### src/logic/pot_spi_pkg.sv
// constants, types and register layout for the four-channel pot spi slave
// How it works
// - shutdown opens every resistor array and grounds every wiper terminal.
// - wiper registers keep their value through shutdown and return afterwards.
// - normal only when shutdown pin high and shutdown bit one, else shutdown.
// - serial interface and all registers stay usable during shutdown.
// - read data leaves on falling serial clock edges while select is low.
// - input bits are sampled on rising serial clock edges while select low.
// - select high releases the output; standby unless a stored write runs.
// - seven-bit wiper code picks the tap, zero at ground, 7fh at supply.
// - reset sets wipers to 40h, then reloads them from initial values.
// - addresses zero to three select channels zero to three.
// - addresses four to six general bytes, seven reserved, eight access control.
// - volatile select zero reaches initial value plus wiper; one only wiper.
// - shutdown bit written zero forces shutdown; resets to one.
// - busy bit is one during stored write; then wiper, initial, control writes rejected.
// - spi mode zero, device is slave only.
// - every byte travels most significant bit first.
// - first byte must match the identification byte, else not accepted.
// - second byte holds instruction nibble high and address nibble low.
// - instruction 1011 reads, 1100 writes, all others invalid.
// - write pointer advances per data byte and wraps from six to zero.
// - stored write starts at select rising edge and lasts up to 20 ms.
// - reads continue while clocked, pointer increments and wraps after six.
package pot_spi_pkg;
  // --------------------------------------------------------------------------
  // timing
  // --------------------------------------------------------------------------
  localparam int unsigned CLK_PERIOD_NS   = 10;
  localparam int unsigned NV_WRITE_MS     = 20;
  localparam int unsigned NV_WRITE_CYCLES = NV_WRITE_MS * 1000000 / CLK_PERIOD_NS;
  localparam int unsigned RECALL_US       = 1;
  localparam int unsigned RECALL_CYCLES   = RECALL_US * 1000 / CLK_PERIOD_NS;
  // --------------------------------------------------------------------------
  // protocol
  // --------------------------------------------------------------------------
  localparam logic [3:0] DEVICE_CODE  = 4'ha; // arbitrary value
  localparam logic [3:0] ID_LOW       = 4'h0;
  localparam logic [3:0] INSTR_READ   = 4'hb;
  localparam logic [3:0] INSTR_WRITE  = 4'hc;
  // --------------------------------------------------------------------------
  // register map
  // --------------------------------------------------------------------------
  localparam logic [3:0] ADDR_CH_LAST = 4'h3;
  localparam logic [3:0] ADDR_GP_LAST = 4'h6;
  localparam logic [3:0] ADDR_RSVD    = 4'h7;
  localparam logic [3:0] ADDR_ACR     = 4'h8;
  localparam int unsigned ACR_VOL_BIT  = 7;
  localparam int unsigned ACR_SHUTDOWN_N_BIT = 6;
  localparam int unsigned ACR_WIP_BIT  = 5;
  localparam logic        VOL_RESET    = 1'b0;
  localparam logic        SHUTDOWN_N_RESET   = 1'b1;
  localparam logic [6:0]  WIPER_RESET  = 7'h40;
  localparam logic [7:0]  NV_RESET     = 8'h40;
  localparam int unsigned NV_WORDS     = 7;
  localparam int unsigned CHANNELS     = 4;

  typedef enum logic [2:0] {ST_IDLE, ST_ID, ST_CMD, ST_WRITE, ST_READ, ST_IGNORE} spi_state_t;
endpackage : pot_spi_pkg

### src/logic/pin_sync.sv
// two-flop synchroniser for pins arriving from outside the core clock
`timescale 1ns/1ps
module pin_sync #(
  parameter int unsigned W       = 1,
  parameter logic [W-1:0] RST_VAL = '0
) (
  input  wire logic         core_clk,
  input  wire logic         srst,
  input  wire logic         clk_en,
  input  wire logic [W-1:0] async_in,
  output logic      [W-1:0] sync_out
);
  // --------------------------------------------------------------------------
  // per-bit stages
  // --------------------------------------------------------------------------
  logic [W-1:0] meta_q;

  for (genvar i = 0; i < W; i++) begin : g_bit
    // first stage is read only by the second
    always_ff @(posedge core_clk) begin
      if (srst) begin
        meta_q[i]   <= RST_VAL[i];
        sync_out[i] <= RST_VAL[i];
      end else if (clk_en) begin
        meta_q[i]   <= async_in[i];
        sync_out[i] <= meta_q[i];
      end
    end
  end
endmodule : pin_sync

### src/logic/quad_pot_spi_register_slave.sv
// spi mode 0 register slave for a four-channel digital potentiometer
`timescale 1ns/1ps
module quad_pot_spi_register_slave #(
  parameter int unsigned NV_WRITE_CYCLES = pot_spi_pkg::NV_WRITE_CYCLES
) (
  input  wire logic             core_clk,
  input  wire logic             srst,
  input  wire logic             clk_en,
  input  wire logic             sck,
  input  wire logic             cs_n,
  input  wire logic             sdi,
  input  wire logic             shutdown_n,
  output logic                  sdo_o,
  output logic                  sdo_oe_n,
  output logic [3:0][6:0]       wiper_code,
  output logic                  array_open,
  output logic                  wiper_to_gnd,
  output logic                  standby,
  output logic                  nv_write_pending
);
  // --------------------------------------------------------------------------
  // pin synchronisation and edge detection
  // --------------------------------------------------------------------------
  logic [3:0] pins_s;
  logic       sck_s, cs_s, sdi_s, shutdown_n_pin_s;
  logic       sck_prev_q, cs_prev_q;
  logic       sck_rise, sck_fall, cs_rise, cs_fall;

  // cs resets low so a select held low from reset never makes a falling edge
  pin_sync #(.W(4), .RST_VAL(4'h0)) u_sync (
    .core_clk (core_clk),
    .srst     (srst),
    .clk_en   (clk_en),
    .async_in ({sck, cs_n, sdi, shutdown_n}),
    .sync_out (pins_s)
  );
  assign {sck_s, cs_s, sdi_s, shutdown_n_pin_s} = pins_s;

  always_ff @(posedge core_clk) begin
    if (srst) begin
      sck_prev_q <= 1'b0;
      cs_prev_q  <= 1'b0;
    end else if (clk_en) begin
      sck_prev_q <= sck_s;
      cs_prev_q  <= cs_s;
    end
  end

  assign sck_rise = clk_en && !cs_s && sck_s && !sck_prev_q;
  assign sck_fall = clk_en && !cs_s && !sck_s && sck_prev_q;
  assign cs_rise  = clk_en && cs_s && !cs_prev_q;
  assign cs_fall  = clk_en && !cs_s && cs_prev_q;

  // --------------------------------------------------------------------------
  // register storage
  // --------------------------------------------------------------------------
  logic [6:0] wiper_q [pot_spi_pkg::CHANNELS];
  logic [7:0] nv_q [pot_spi_pkg::NV_WORDS];
  logic       vol_q, shutdown_n_bit_q, wip_q;
  logic       nv_pend_q;
  logic [3:0] nv_addr_q;
  logic [7:0] nv_data_q;
  logic [31:0] wip_cnt_q;
  logic        recall_q;
  logic [31:0] recall_cnt_q;

  // --------------------------------------------------------------------------
  // serial state machine
  // --------------------------------------------------------------------------
  pot_spi_pkg::spi_state_t state_q;
  logic [2:0] bit_q;
  logic [2:0] fall_q;
  logic [7:0] rx_q;
  logic [7:0] rx_byte;
  logic       byte_done;
  logic [3:0] ptr_q;
  logic [3:0] ptr_next;
  logic [7:0] tx_q;
  logic [7:0] rd_data;
  logic       sdo_bit_q;
  logic       wr_ok;

  assign rx_byte   = {rx_q[6:0], sdi_s};
  assign byte_done = sck_rise && (bit_q == 3'h7);
  assign ptr_next  = (ptr_q >= pot_spi_pkg::ADDR_GP_LAST) ? 4'h0 : ptr_q + 4'h1;
  assign wr_ok     = byte_done && (state_q == pot_spi_pkg::ST_WRITE) && !wip_q;

  always_ff @(posedge core_clk) begin
    if (srst) begin
      bit_q <= 3'h0;
      rx_q  <= 8'h00;
    end else if (cs_fall) begin
      bit_q <= 3'h0;
    end else if (sck_rise) begin
      bit_q <= bit_q + 3'h1;
      rx_q  <= rx_byte;
    end
  end

  always_ff @(posedge core_clk) begin
    if (srst) begin
      state_q <= pot_spi_pkg::ST_IDLE;
      ptr_q   <= 4'h0;
    end else if (clk_en) begin
      if (cs_s) begin
        state_q <= pot_spi_pkg::ST_IDLE;
      end else if (cs_fall) begin
        state_q <= pot_spi_pkg::ST_ID;
      end else begin
        unique case (state_q)
          pot_spi_pkg::ST_IDLE: begin
            state_q <= pot_spi_pkg::ST_IDLE;
          end
          pot_spi_pkg::ST_ID: begin
            if (byte_done) begin
              if (rx_byte == {pot_spi_pkg::DEVICE_CODE, pot_spi_pkg::ID_LOW}) begin
                state_q <= pot_spi_pkg::ST_CMD;
              end else begin
                state_q <= pot_spi_pkg::ST_IGNORE;
              end
            end
          end
          pot_spi_pkg::ST_CMD: begin
            if (byte_done) begin
              ptr_q <= rx_byte[3:0];
              if (rx_byte[7:4] == pot_spi_pkg::INSTR_READ) begin
                state_q <= pot_spi_pkg::ST_READ;
              end else if (rx_byte[7:4] == pot_spi_pkg::INSTR_WRITE) begin
                state_q <= pot_spi_pkg::ST_WRITE;
              end else begin
                state_q <= pot_spi_pkg::ST_IGNORE;
              end
            end
          end
          pot_spi_pkg::ST_WRITE: begin
            if (byte_done) begin
              ptr_q <= ptr_next;
            end
          end
          pot_spi_pkg::ST_READ: begin
            if (sck_fall && fall_q == 3'h7) begin
              ptr_q <= ptr_next;
            end
          end
          pot_spi_pkg::ST_IGNORE: begin
            state_q <= pot_spi_pkg::ST_IGNORE;
          end
        endcase
      end
    end
  end

  // --------------------------------------------------------------------------
  // read path
  // --------------------------------------------------------------------------
  always_comb begin
    rd_data = 8'h00;
    if (ptr_q <= pot_spi_pkg::ADDR_CH_LAST) begin
      rd_data = vol_q ? {1'b0, wiper_q[ptr_q[1:0]]} : nv_q[ptr_q[2:0]];
    end else if (ptr_q <= pot_spi_pkg::ADDR_GP_LAST) begin
      rd_data = nv_q[ptr_q[2:0]];
    end else if (ptr_q == pot_spi_pkg::ADDR_ACR) begin
      rd_data[pot_spi_pkg::ACR_VOL_BIT]  = vol_q;
      rd_data[pot_spi_pkg::ACR_SHUTDOWN_N_BIT] = shutdown_n_bit_q;
      rd_data[pot_spi_pkg::ACR_WIP_BIT]  = wip_q;
    end
  end

  always_ff @(posedge core_clk) begin
    if (srst) begin
      fall_q    <= 3'h0;
      tx_q      <= 8'h00;
      sdo_bit_q <= 1'b1;
    end else if (clk_en) begin
      if (state_q != pot_spi_pkg::ST_READ) begin
        fall_q    <= 3'h0;
        sdo_bit_q <= 1'b1;
      end else if (sck_fall) begin
        // first falling edge after the command byte presents the msb
        fall_q <= fall_q + 3'h1;
        if (fall_q == 3'h0) begin
          sdo_bit_q <= rd_data[7];
          tx_q      <= {rd_data[6:0], 1'b0};
        end else begin
          sdo_bit_q <= tx_q[7];
          tx_q      <= {tx_q[6:0], 1'b0};
        end
      end
    end
  end

  // open drain: the pad is only ever pulled low
  assign sdo_o    = 1'b0;
  assign sdo_oe_n = !((state_q == pot_spi_pkg::ST_READ) && !cs_s && !sdo_bit_q);

  // --------------------------------------------------------------------------
  // write path and access control
  // --------------------------------------------------------------------------
  always_ff @(posedge core_clk) begin
    if (srst) begin
      vol_q      <= pot_spi_pkg::VOL_RESET;
      shutdown_n_bit_q <= pot_spi_pkg::SHUTDOWN_N_RESET;
    end else if (wr_ok && ptr_q == pot_spi_pkg::ADDR_ACR) begin
      vol_q      <= rx_byte[pot_spi_pkg::ACR_VOL_BIT];
      shutdown_n_bit_q <= rx_byte[pot_spi_pkg::ACR_SHUTDOWN_N_BIT];
    end
  end

  // wipers: 40h at reset, reloaded once the recall delay has passed
  always_ff @(posedge core_clk) begin
    if (srst) begin
      recall_q     <= 1'b1;
      recall_cnt_q <= 32'h0;
      for (int i = 0; i < pot_spi_pkg::CHANNELS; i++) begin
        wiper_q[i] <= pot_spi_pkg::WIPER_RESET;
      end
    end else if (clk_en) begin
      if (recall_q) begin
        recall_cnt_q <= recall_cnt_q + 32'h1;
        if (recall_cnt_q == 32'(pot_spi_pkg::RECALL_CYCLES - 1)) begin
          recall_q <= 1'b0;
          for (int i = 0; i < pot_spi_pkg::CHANNELS; i++) begin
            wiper_q[i] <= nv_q[i][6:0];
          end
        end
      end else if (wr_ok && ptr_q <= pot_spi_pkg::ADDR_CH_LAST) begin
        wiper_q[ptr_q[1:0]] <= rx_byte[6:0];
      end
    end
  end

  // one pending non-volatile byte per transaction; the last one written wins
  always_ff @(posedge core_clk) begin
    if (srst) begin
      nv_pend_q <= 1'b0;
      nv_addr_q <= 4'h0;
      nv_data_q <= 8'h00;
    end else if (cs_rise || cs_fall) begin
      nv_pend_q <= 1'b0;
    end else if (wr_ok && ptr_q <= pot_spi_pkg::ADDR_GP_LAST &&
                 (!vol_q || ptr_q > pot_spi_pkg::ADDR_CH_LAST)) begin
      nv_pend_q <= 1'b1;
      nv_addr_q <= ptr_q;
      nv_data_q <= rx_byte;
    end
  end

  always_ff @(posedge core_clk) begin
    if (srst) begin
      wip_q     <= 1'b0;
      wip_cnt_q <= 32'h0;
      for (int i = 0; i < pot_spi_pkg::NV_WORDS; i++) begin
        nv_q[i] <= pot_spi_pkg::NV_RESET;
      end
    end else if (clk_en) begin
      if (cs_rise && nv_pend_q && !wip_q) begin
        wip_q               <= 1'b1;
        wip_cnt_q           <= 32'h0;
        nv_q[nv_addr_q[2:0]] <= nv_data_q;
      end else if (wip_q) begin
        wip_cnt_q <= wip_cnt_q + 32'h1;
        if (wip_cnt_q == 32'(NV_WRITE_CYCLES - 1)) begin
          wip_q <= 1'b0;
        end
      end
    end
  end

  // --------------------------------------------------------------------------
  // outputs
  // --------------------------------------------------------------------------
  for (genvar c = 0; c < pot_spi_pkg::CHANNELS; c++) begin : g_wiper
    assign wiper_code[c] = wiper_q[c];
  end

  assign array_open       = !(shutdown_n_pin_s && shutdown_n_bit_q);
  assign wiper_to_gnd     = array_open;
  assign standby          = cs_s && !wip_q;
  assign nv_write_pending = wip_q;

  // --------------------------------------------------------------------------
  // assertions
  // --------------------------------------------------------------------------
  logic srst_prev_q;
  always_ff @(posedge core_clk) begin
    srst_prev_q <= srst;
  end

  id_reject_a: assert property (@(posedge core_clk) disable iff (srst)
    (byte_done && state_q == pot_spi_pkg::ST_ID && rx_byte != 8'ha0)
      |=> (state_q == pot_spi_pkg::ST_IGNORE || cs_s) && sdo_oe_n)
    else $error("bad id byte not ignored");

  ignore_quiet_a: assert property (@(posedge core_clk) disable iff (srst)
    (state_q == pot_spi_pkg::ST_IGNORE) |-> sdo_oe_n)
    else $error("output driven while ignoring");

  sdo_release_a: assert property (@(posedge core_clk) disable iff (srst)
    $rose(cs_s) |-> sdo_oe_n ##1 sdo_oe_n)
    else $error("output not released on deselect");

  shutdown_pin_a: assert property (@(posedge core_clk) disable iff (srst)
    (!shutdown_n_pin_s || !shutdown_n_bit_q) |-> array_open && wiper_to_gnd)
    else $error("shutdown not applied");

  wiper_keep_a: assert property (@(posedge core_clk) disable iff (srst)
    (array_open && !recall_q && !wr_ok) |=> $stable(wiper_q[0]) && $stable(wiper_q[3]))
    else $error("wiper changed in shutdown");

  wip_block_a: assert property (@(posedge core_clk) disable iff (srst)
    (wip_q && byte_done && state_q == pot_spi_pkg::ST_WRITE)
      |=> $stable(vol_q) && $stable(shutdown_n_bit_q) && $stable(wiper_q[0]))
    else $error("write accepted while busy");

  nv_commit_a: assert property (@(posedge core_clk) disable iff (srst)
    (cs_rise && nv_pend_q) |=> wip_q [*8])
    else $error("stored write did not start");

  ptr_wrap_a: assert property (@(posedge core_clk) disable iff (srst)
    (byte_done && state_q == pot_spi_pkg::ST_WRITE && ptr_q == 4'h6 && !cs_s) |=> ptr_q == 4'h0)
    else $error("write pointer did not wrap");

  powerup_a: assert property (@(posedge core_clk)
    (srst_prev_q && !srst) |-> wiper_q[0] == 7'h40 && wiper_q[2] == 7'h40 && recall_q)
    else $error("wipers not at mid code after reset");

  read_cover_c: cover property (@(posedge core_clk) disable iff (srst)
    state_q == pot_spi_pkg::ST_READ && sck_fall && fall_q == 3'h7);
  write_cover_c: cover property (@(posedge core_clk) disable iff (srst) wr_ok);
  nv_cover_c: cover property (@(posedge core_clk) disable iff (srst) $fell(wip_q));
  ignore_cover_c: cover property (@(posedge core_clk) disable iff (srst)
    state_q == pot_spi_pkg::ST_IGNORE);
endmodule : quad_pot_spi_register_slave

### config.mk
export PLATFORM = sky130hd
export DESIGN_NAME = quad_pot_spi_register_slave
export DESIGN_NICKNAME = d
export VERILOG_FILES = /design/src/logic/pot_spi_pkg.sv /design/src/logic/pin_sync.sv /design/src/logic/quad_pot_spi_register_slave.sv
export SDC_FILE = /design/constraint.sdc
export NUM_CORES = 1
export LEC_CHECK = 0
export ABC_AREA = 1
export BUFFER_PORTS_ARGS = -buffer_cell sky130_fd_sc_hd__buf_2
export CAP_MARGIN = 20
export CORE_AREA = 2 2 140 142
export CTS_BUF_LIST = sky130_fd_sc_hd__clkbuf_4 sky130_fd_sc_hd__clkbuf_8
export DETAILED_ROUTE_END_ITERATION = 10
export DIE_AREA = 0 0 142 144
export HOLD_SLACK_MARGIN = 0.08
export PLACE_DENSITY = 0.77
export SLEW_MARGIN = 20
export SYNTH_ARGS = -nofsm -noshare
export SYNTH_HDL_FRONTEND = slang
export SYNTH_SLANG_ARGS = --single-unit
### constraint.sdc
create_clock -name core_clk -period 2.1 [get_ports core_clk]
set_input_delay 0.315 -clock core_clk [delete_from_list [all_inputs] [get_ports core_clk]]
set_output_delay 0.315 -clock core_clk [all_outputs]
set_load 0.005 [all_outputs]
== Yosys cells after proc, flatten, opt, wreduce, memory -nomap -nowiden ==
Memories as Yosys holds them, arrays and structs flattened. A register that Yosys moved wholly into a read port is not among the register bits.
Cells that the tools add are included.
Operators by class
  add/subtract/negate cells: 5
  $lt $le $gt $ge: 4
  equal/unequal tests: 19
  muxes and demuxes: 61
  bitwise operators: 8
  reduce and logical (&&, ||, !) cells: 51
Operators with widths (number)
  $add A32 B1 Y32 const B: 2
  $mux W32: 2
  $mux W3: 14
  $mux W7: 5
  $eq A32 B21 Y1 const B: 1
  $eq A32 B7 Y1 const B: 1
  $mux W8: 4
  $mux W1: 26
  $logic_and A1 B1 Y1: 22
  $mux W4: 4
  $eq A3 B3 Y1 const B: 4
  $eq A4 B4 Y1 const B: 3
  $pmux W3 S4: 1
  $pmux W4 S3: 1
  $reduce_and A2 Y1: 5
  $logic_not A1 Y1: 9
  $eq A8 B8 Y1 const B: 1
  $ne A4 B3 Y1 const B: 2
  $reduce_or A8 Y1: 1
  $reduce_and A7 Y1: 1
  $reduce_or A7 Y1: 1
  $add A3 B1 Y3 const B: 2
  $eq A3 B2 Y1 const B: 2
  $logic_not A3 Y1: 2
  19 further kinds: 32
Word-level totals
  flip-flop bits (word level): 119
  bits in writable memories: 84
  input port bits: 7
  output and inout port bits: 34
  memories kept: 2
Memory list
  nv_q: words 7, width 8, read ports 5, clocked after memory_dff 1, wr ports 7, RTL line quad_pot_spi_register_slave.sv:58  | logic [7:0] nv_q [pot_spi_pkg::NV_WORDS];
  wiper_q: words 4, width 7, read ports 5, clocked after memory_dff 1, wr ports 4, RTL line quad_pot_spi_register_slave.sv:57  | logic [6:0] wiper_q [pot_spi_pkg::CHANNELS];

== Depth between registers and ports, before layout ==
  depth in word-level cells: 15
  mapped depth: 11
  gate-level depth less buffers: 11

== Modules after synthesis ==
A second synthesis with hierarchy kept.
Second synthesis, totals
  cell total of the unflattened synthesis: 1507
  area, all modules: 10995.5 sq um
By module, submodules not included
  quad_pot_spi_register_slave: instances 1, cells an instance 1456, area an instance 10652.7 sq um, sequential area each 4944.7 sq um
  pin_sync: instances 1, cells an instance 51, area an instance 342.8 sq um, sequential area each 160.2 sq um

== Least setup slack after synthesis ==
OpenSTA, ideal clock, no wires.
  kind: input -> register
  start point: in clk_en
  end point: mem nv_q[5][0] (enable)
  library setup time: 0.383 ns
  arrival: 1.671 ns
  slack: 0.046 ns
  stages: 6
  path through: buf_4 > nand4_1 > nor2_2 > nor2_1 > buf_2 > nor3_1
RTL lines
  start: declaration: RTL line quad_pot_spi_register_slave.sv:8  | input wire logic clk_en,
  end: declaration: RTL line quad_pot_spi_register_slave.sv:58

==> load_flow_metrics.sql <==
INSERT INTO impl_metrics (metric_group, metric, value, unit) VALUES
('run_status', 'run_status', 'completed', ''),
('synth', 'synth_enable_flop_cells', '84', ''),
('route', 'routed_wire_length_per_instance', '14.9', 'um'),
('grt', 'vias_in_the_first_global_route', '9530', ''),
('place', 'routabilityCongestion', '0.949', ''),
('synth', 'netlist_instances', '1517', ''),
('timing', 'hold-worst-slack', '0.149', 'ns'),
('final_layout', 'number_of_standard_cells_in_the_layout_taps_in_and_fillers_out', '1869', ''),
('worst_setup_path', 'critical_path.slowest_cell', 'sky130_fd_sc_hd__dfxtp_1', ''),
('grt', 'grt_first_pass_wirelength', '45100', 'um'),
('die', 'count_of_standard_cell_rows', '51', ''),
('grt', 'maximum_number_of_pins_on_one_net_before_global_route_repair', '48', ''),
('timing', 'setup_violations', '0', ''),
('synth', 'syn_avg_cell_area', '7.12', 'um2'),
('power_and_ir_drop', 'power_frac_comb', '0.052', ''),
('final_layout', 'layout-area-overhead-vs-synth', '14.4', '%'),
('worst_setup_path', 'worst_ep_arrival_time', '2.22', 'ns'),
('worst_setup_path', 'setup.worst_path.end_class', 'flop', ''),
('clock_network', 'clock_sink_count', '213', ''),
('synth', 'synth_ff_type', 'sky130_fd_sc_hd__dfxtp_1', ''),
('worst_setup_path', 'crit_path_start_kind', 'flop', ''),
('die', 'start_util', '0.566', ''),
('timing', 'fmax', '0.497', 'GHz'),
('grt', 'antenna_violations_before_repair', '0', ''),
('synth', 'post_synth_num_cell_types', '38', ''),
('power_and_ir_drop', 'power.total', '8.85', 'mW'),
('route', 'initialDrtViolationCount', '765', ''),
('timing', 'worst_slew_pin_slew', '0.556', 'ns'),
('die', 'die-height', '144', 'um'),
('power_and_ir_drop', 'power.internal', '6.79', 'mW'),
('power_and_ir_drop', 'switching_share', '0.233', ''),
('timing', 'hold_violations', '0', ''),
('synth', 'synth_sequential_area_ratio', '0.472', ''),
('synth', 'postSynth.asyncResetShare', '0', ''),
('final_layout', 'final_layout_size_suffix_gt1_frac', '0.113', ''),
('final_layout', 'n_fill_cell', '1704', ''),
('worst_setup_path', 'path_delay_family', 'simple AND/OR/NAND/NOR gates', ''),
('place', 'dpl.hpwl', '20400', 'um'),
('clock_network', 'cts_inserted_buffers', '36', ''),
('timing', 'slew_headroom', '0.629', ''),
('power_and_ir_drop', 'power_frac_seq', '0.503', ''),
('grt', 'globalRouteMet3Util', '0.0487', ''),
('worst_setup_path', 'worstPathBufferInverterCount', '1', ''),
('synth', 'syn_nets', '1535', ''),
('route', 'number_of_vias_per_cell_after_detailed_routing', '5.50', ''),
('final_layout', 'stdcell_area', '12400', 'um2'),
('place', 'placement.cell_area', '11500', 'um2'),
('final_layout', 'net_count_reported_at_finish', '1622', ''),
('synth', 'synth_commonest_cells', 'sky130_fd_sc_hd__nand2_1 (421), sky130_fd_sc_hd__nor2_1 (284), sky130_fd_sc_hd__inv_1 (136), sky130_fd_sc_hd__dfxtp_1 (129), sky130_fd_sc_hd__nand3_1 (124)', ''),
('synth', 'synth.top_cells.by_area', 'sky130_fd_sc_hd__dfxtp_1 (24%), sky130_fd_sc_hd__edfxtp_1 (23%), sky130_fd_sc_hd__nand2_1 (15%)', ''),
('synth', 'netlist.area_leader.share', '0.239', ''),
('power_and_ir_drop', 'power_frac_clock', '0.445', ''),
('clock_network', 'longest_clk_path_bufs', '3', ''),
('flow_run', 'drv.max_cap_violation_count', '0', ''),
('synth', 'count_of_warnings_emitted_by_yosys', '0', ''),
('clock_network', 'post_cts_buffers', '0', ''),
('worst_setup_path', 'slowest_delay', '0.38', 'ns'),
('place', 'portBuffers', '39', ''),
('worst_setup_path', 'critical_path_class', 'reg -> reg', ''),
('die', 'fp.dieW', '142', 'um'),
('timing', 'rsz0062_at_grt', 'yes', ''),
('timing', 'layout_worst_path_cycle_share', '0.957', ''),
('clock_network', 'cts_tree', 'yes', ''),
('synth', 'yosysMostFrequentCell', 'sky130_fd_sc_hd__nand2_1', ''),
('synth', 'yosys_register_bits', '213', ''),
('route', 'initial_drt_pass_iterations', '9', ''),
('timing', 'max_slew_vio_count', '0', ''),
('die', 'ios', '41', ''),
('power_and_ir_drop', 'powerDensity', '716', 'nW/um2'),
('route', 'drc', '0', ''),
('worst_setup_path', 'maximum_fanout_encountered_on_the_critical_timing_path', '7', '');
-- layer usage --
metal  up-vias  wire length, um
met3        81             2020
met5         -                0
met2       424            13000
met1      4647            11800
met4         0             1110
li1       5134                -
-- area by class of cell --
| type | instances | area [um2] | share of cell area |
|---|---|---|---|
| flip-flops and latches | 213 | 5100 | 0.413 |
| multi-input cells | 1112 | 4980 | 0.403 |
| repair buffers | 99 | 681 | 0.0550 |
| clock buffers | 53 | 654 | 0.0529 |
| inverters | 142 | 533 | 0.0431 |
| well taps | 238 | 298 | 0.0241 |
| clock inverters | 12 | 114 | 0.00921 |
-- worst register-to-register path, cell delays in order, from the launching register on --
cell and delay, ns:
sky130_fd_sc_hd__dfxtp_1 0.38, sky130_fd_sc_hd__ha_1 0.24, sky130_fd_sc_hd__nand3_1 0.10, sky130_fd_sc_hd__nor2_1 0.12, sky130_fd_sc_hd__nand2_1 0.08, sky130_fd_sc_hd__nor2_1 0.28
sky130_fd_sc_hd__a21oi_1 0.12, sky130_fd_sc_hd__buf_4 0.18, sky130_fd_sc_hd__nand2_1 0.22
-- worst paths after layout --
check,startpoint,to,slack (ns),cells past startpoint
setup / recovery,recall_cnt_q[0],wiper_q[3][0],0.09,8
hold / removal,clk_en,sck_prev_q,0.15,3
setup reg to reg,recall_cnt_q[0],wiper_q[3][0],0.09,8
hold reg to reg,recall_cnt_q[31],recall_cnt_q[31],0.48,2
-- cell families (layout without fill, tap and decap cells) --
| logic type | Yosys count | after routing | synth area share |
|---|---|---|---|
| simple gates | 903 | 903 | 0.347 |
| xor+xnor | 5 | 5 | 0.00405 |
| flops | 213 | 213 | 0.472 |
| buf+inv | 192 | 306 | 0.0691 |
| compound gates | 192 | 192 | 0.0945 |
| other cells | 1 | 1 | 0.000347 |
| fa+ha+maj | 11 | 11 | 0.0127 |
-- power groups by stage --
stage / logic (mW) / clock network [mW] / registers (mW)
after floorplan: 0.312 / 0 / 4.52
after global placement: 0.436 / 0 / 4.54
after detailed placement: 0.444 / 0 / 4.54
after CTS: 0.452 / 3.98 / 4.45
after global routing: 0.520 / 4.19 / 4.46
final: 0.459 / 3.94 / 4.45
-- sequential cells by signal, summed over array words and instances, names as in the netlist, 3 cells and up, named ones only --
register         flops
nv_addr_q            3
bit_q                3
nv_data_q            8
state_q              3
recall_cnt_q        32
nv_q                64
wiper_q             28
tx_q                 7
wip_cnt_q           32
u_sync.sync_out      4
ptr_q                4
fall_q               3
u_sync.meta_q        4
rx_q                 7
-- what timing repair did --
action                                  4_1_cts  5_1_grt
hold buffers                                  4        0
endpoints found under the setup margin        0       51
hold endpoints to repair                      4        0
gates resized for setup                       0        9
-- layout by cell type (no fill, tap or decap), drive strengths merged, types with 2 or more instances in the layout --
cell	synthesis	layout
a21oi	87	87
a31oi	2	2
buf	22	95
bufinv	0	2
clkbuf	28	53
clkinv	4	12
dfxtp	129	129
dlygate4sd3	0	4
edfxtp	84	84
ha	11	11
inv	138	139
nand2	424	424
nand3	126	126
nand3b	4	4
nand4	35	35
nor2	290	290
nor3	18	18
nor3b	2	2
nor4	3	3
o211ai	6	6
o21ai	69	69
o22ai	25	25
xnor2	2	2
xor2	3	3
-- stage by stage --
step                      worst slack (ns)   util  TNS [ns]
after floorplan                     0.0455      -         0
after global placement              0.0659  0.604         0
after detailed placement           -0.0181  0.604    -0.168
after CTS                           0.0743  0.647         0
after global routing               -0.0181  0.648   -0.0355
final                               0.0897  0.648         0
Note: power is estimated with default switching activity, not from simulation.
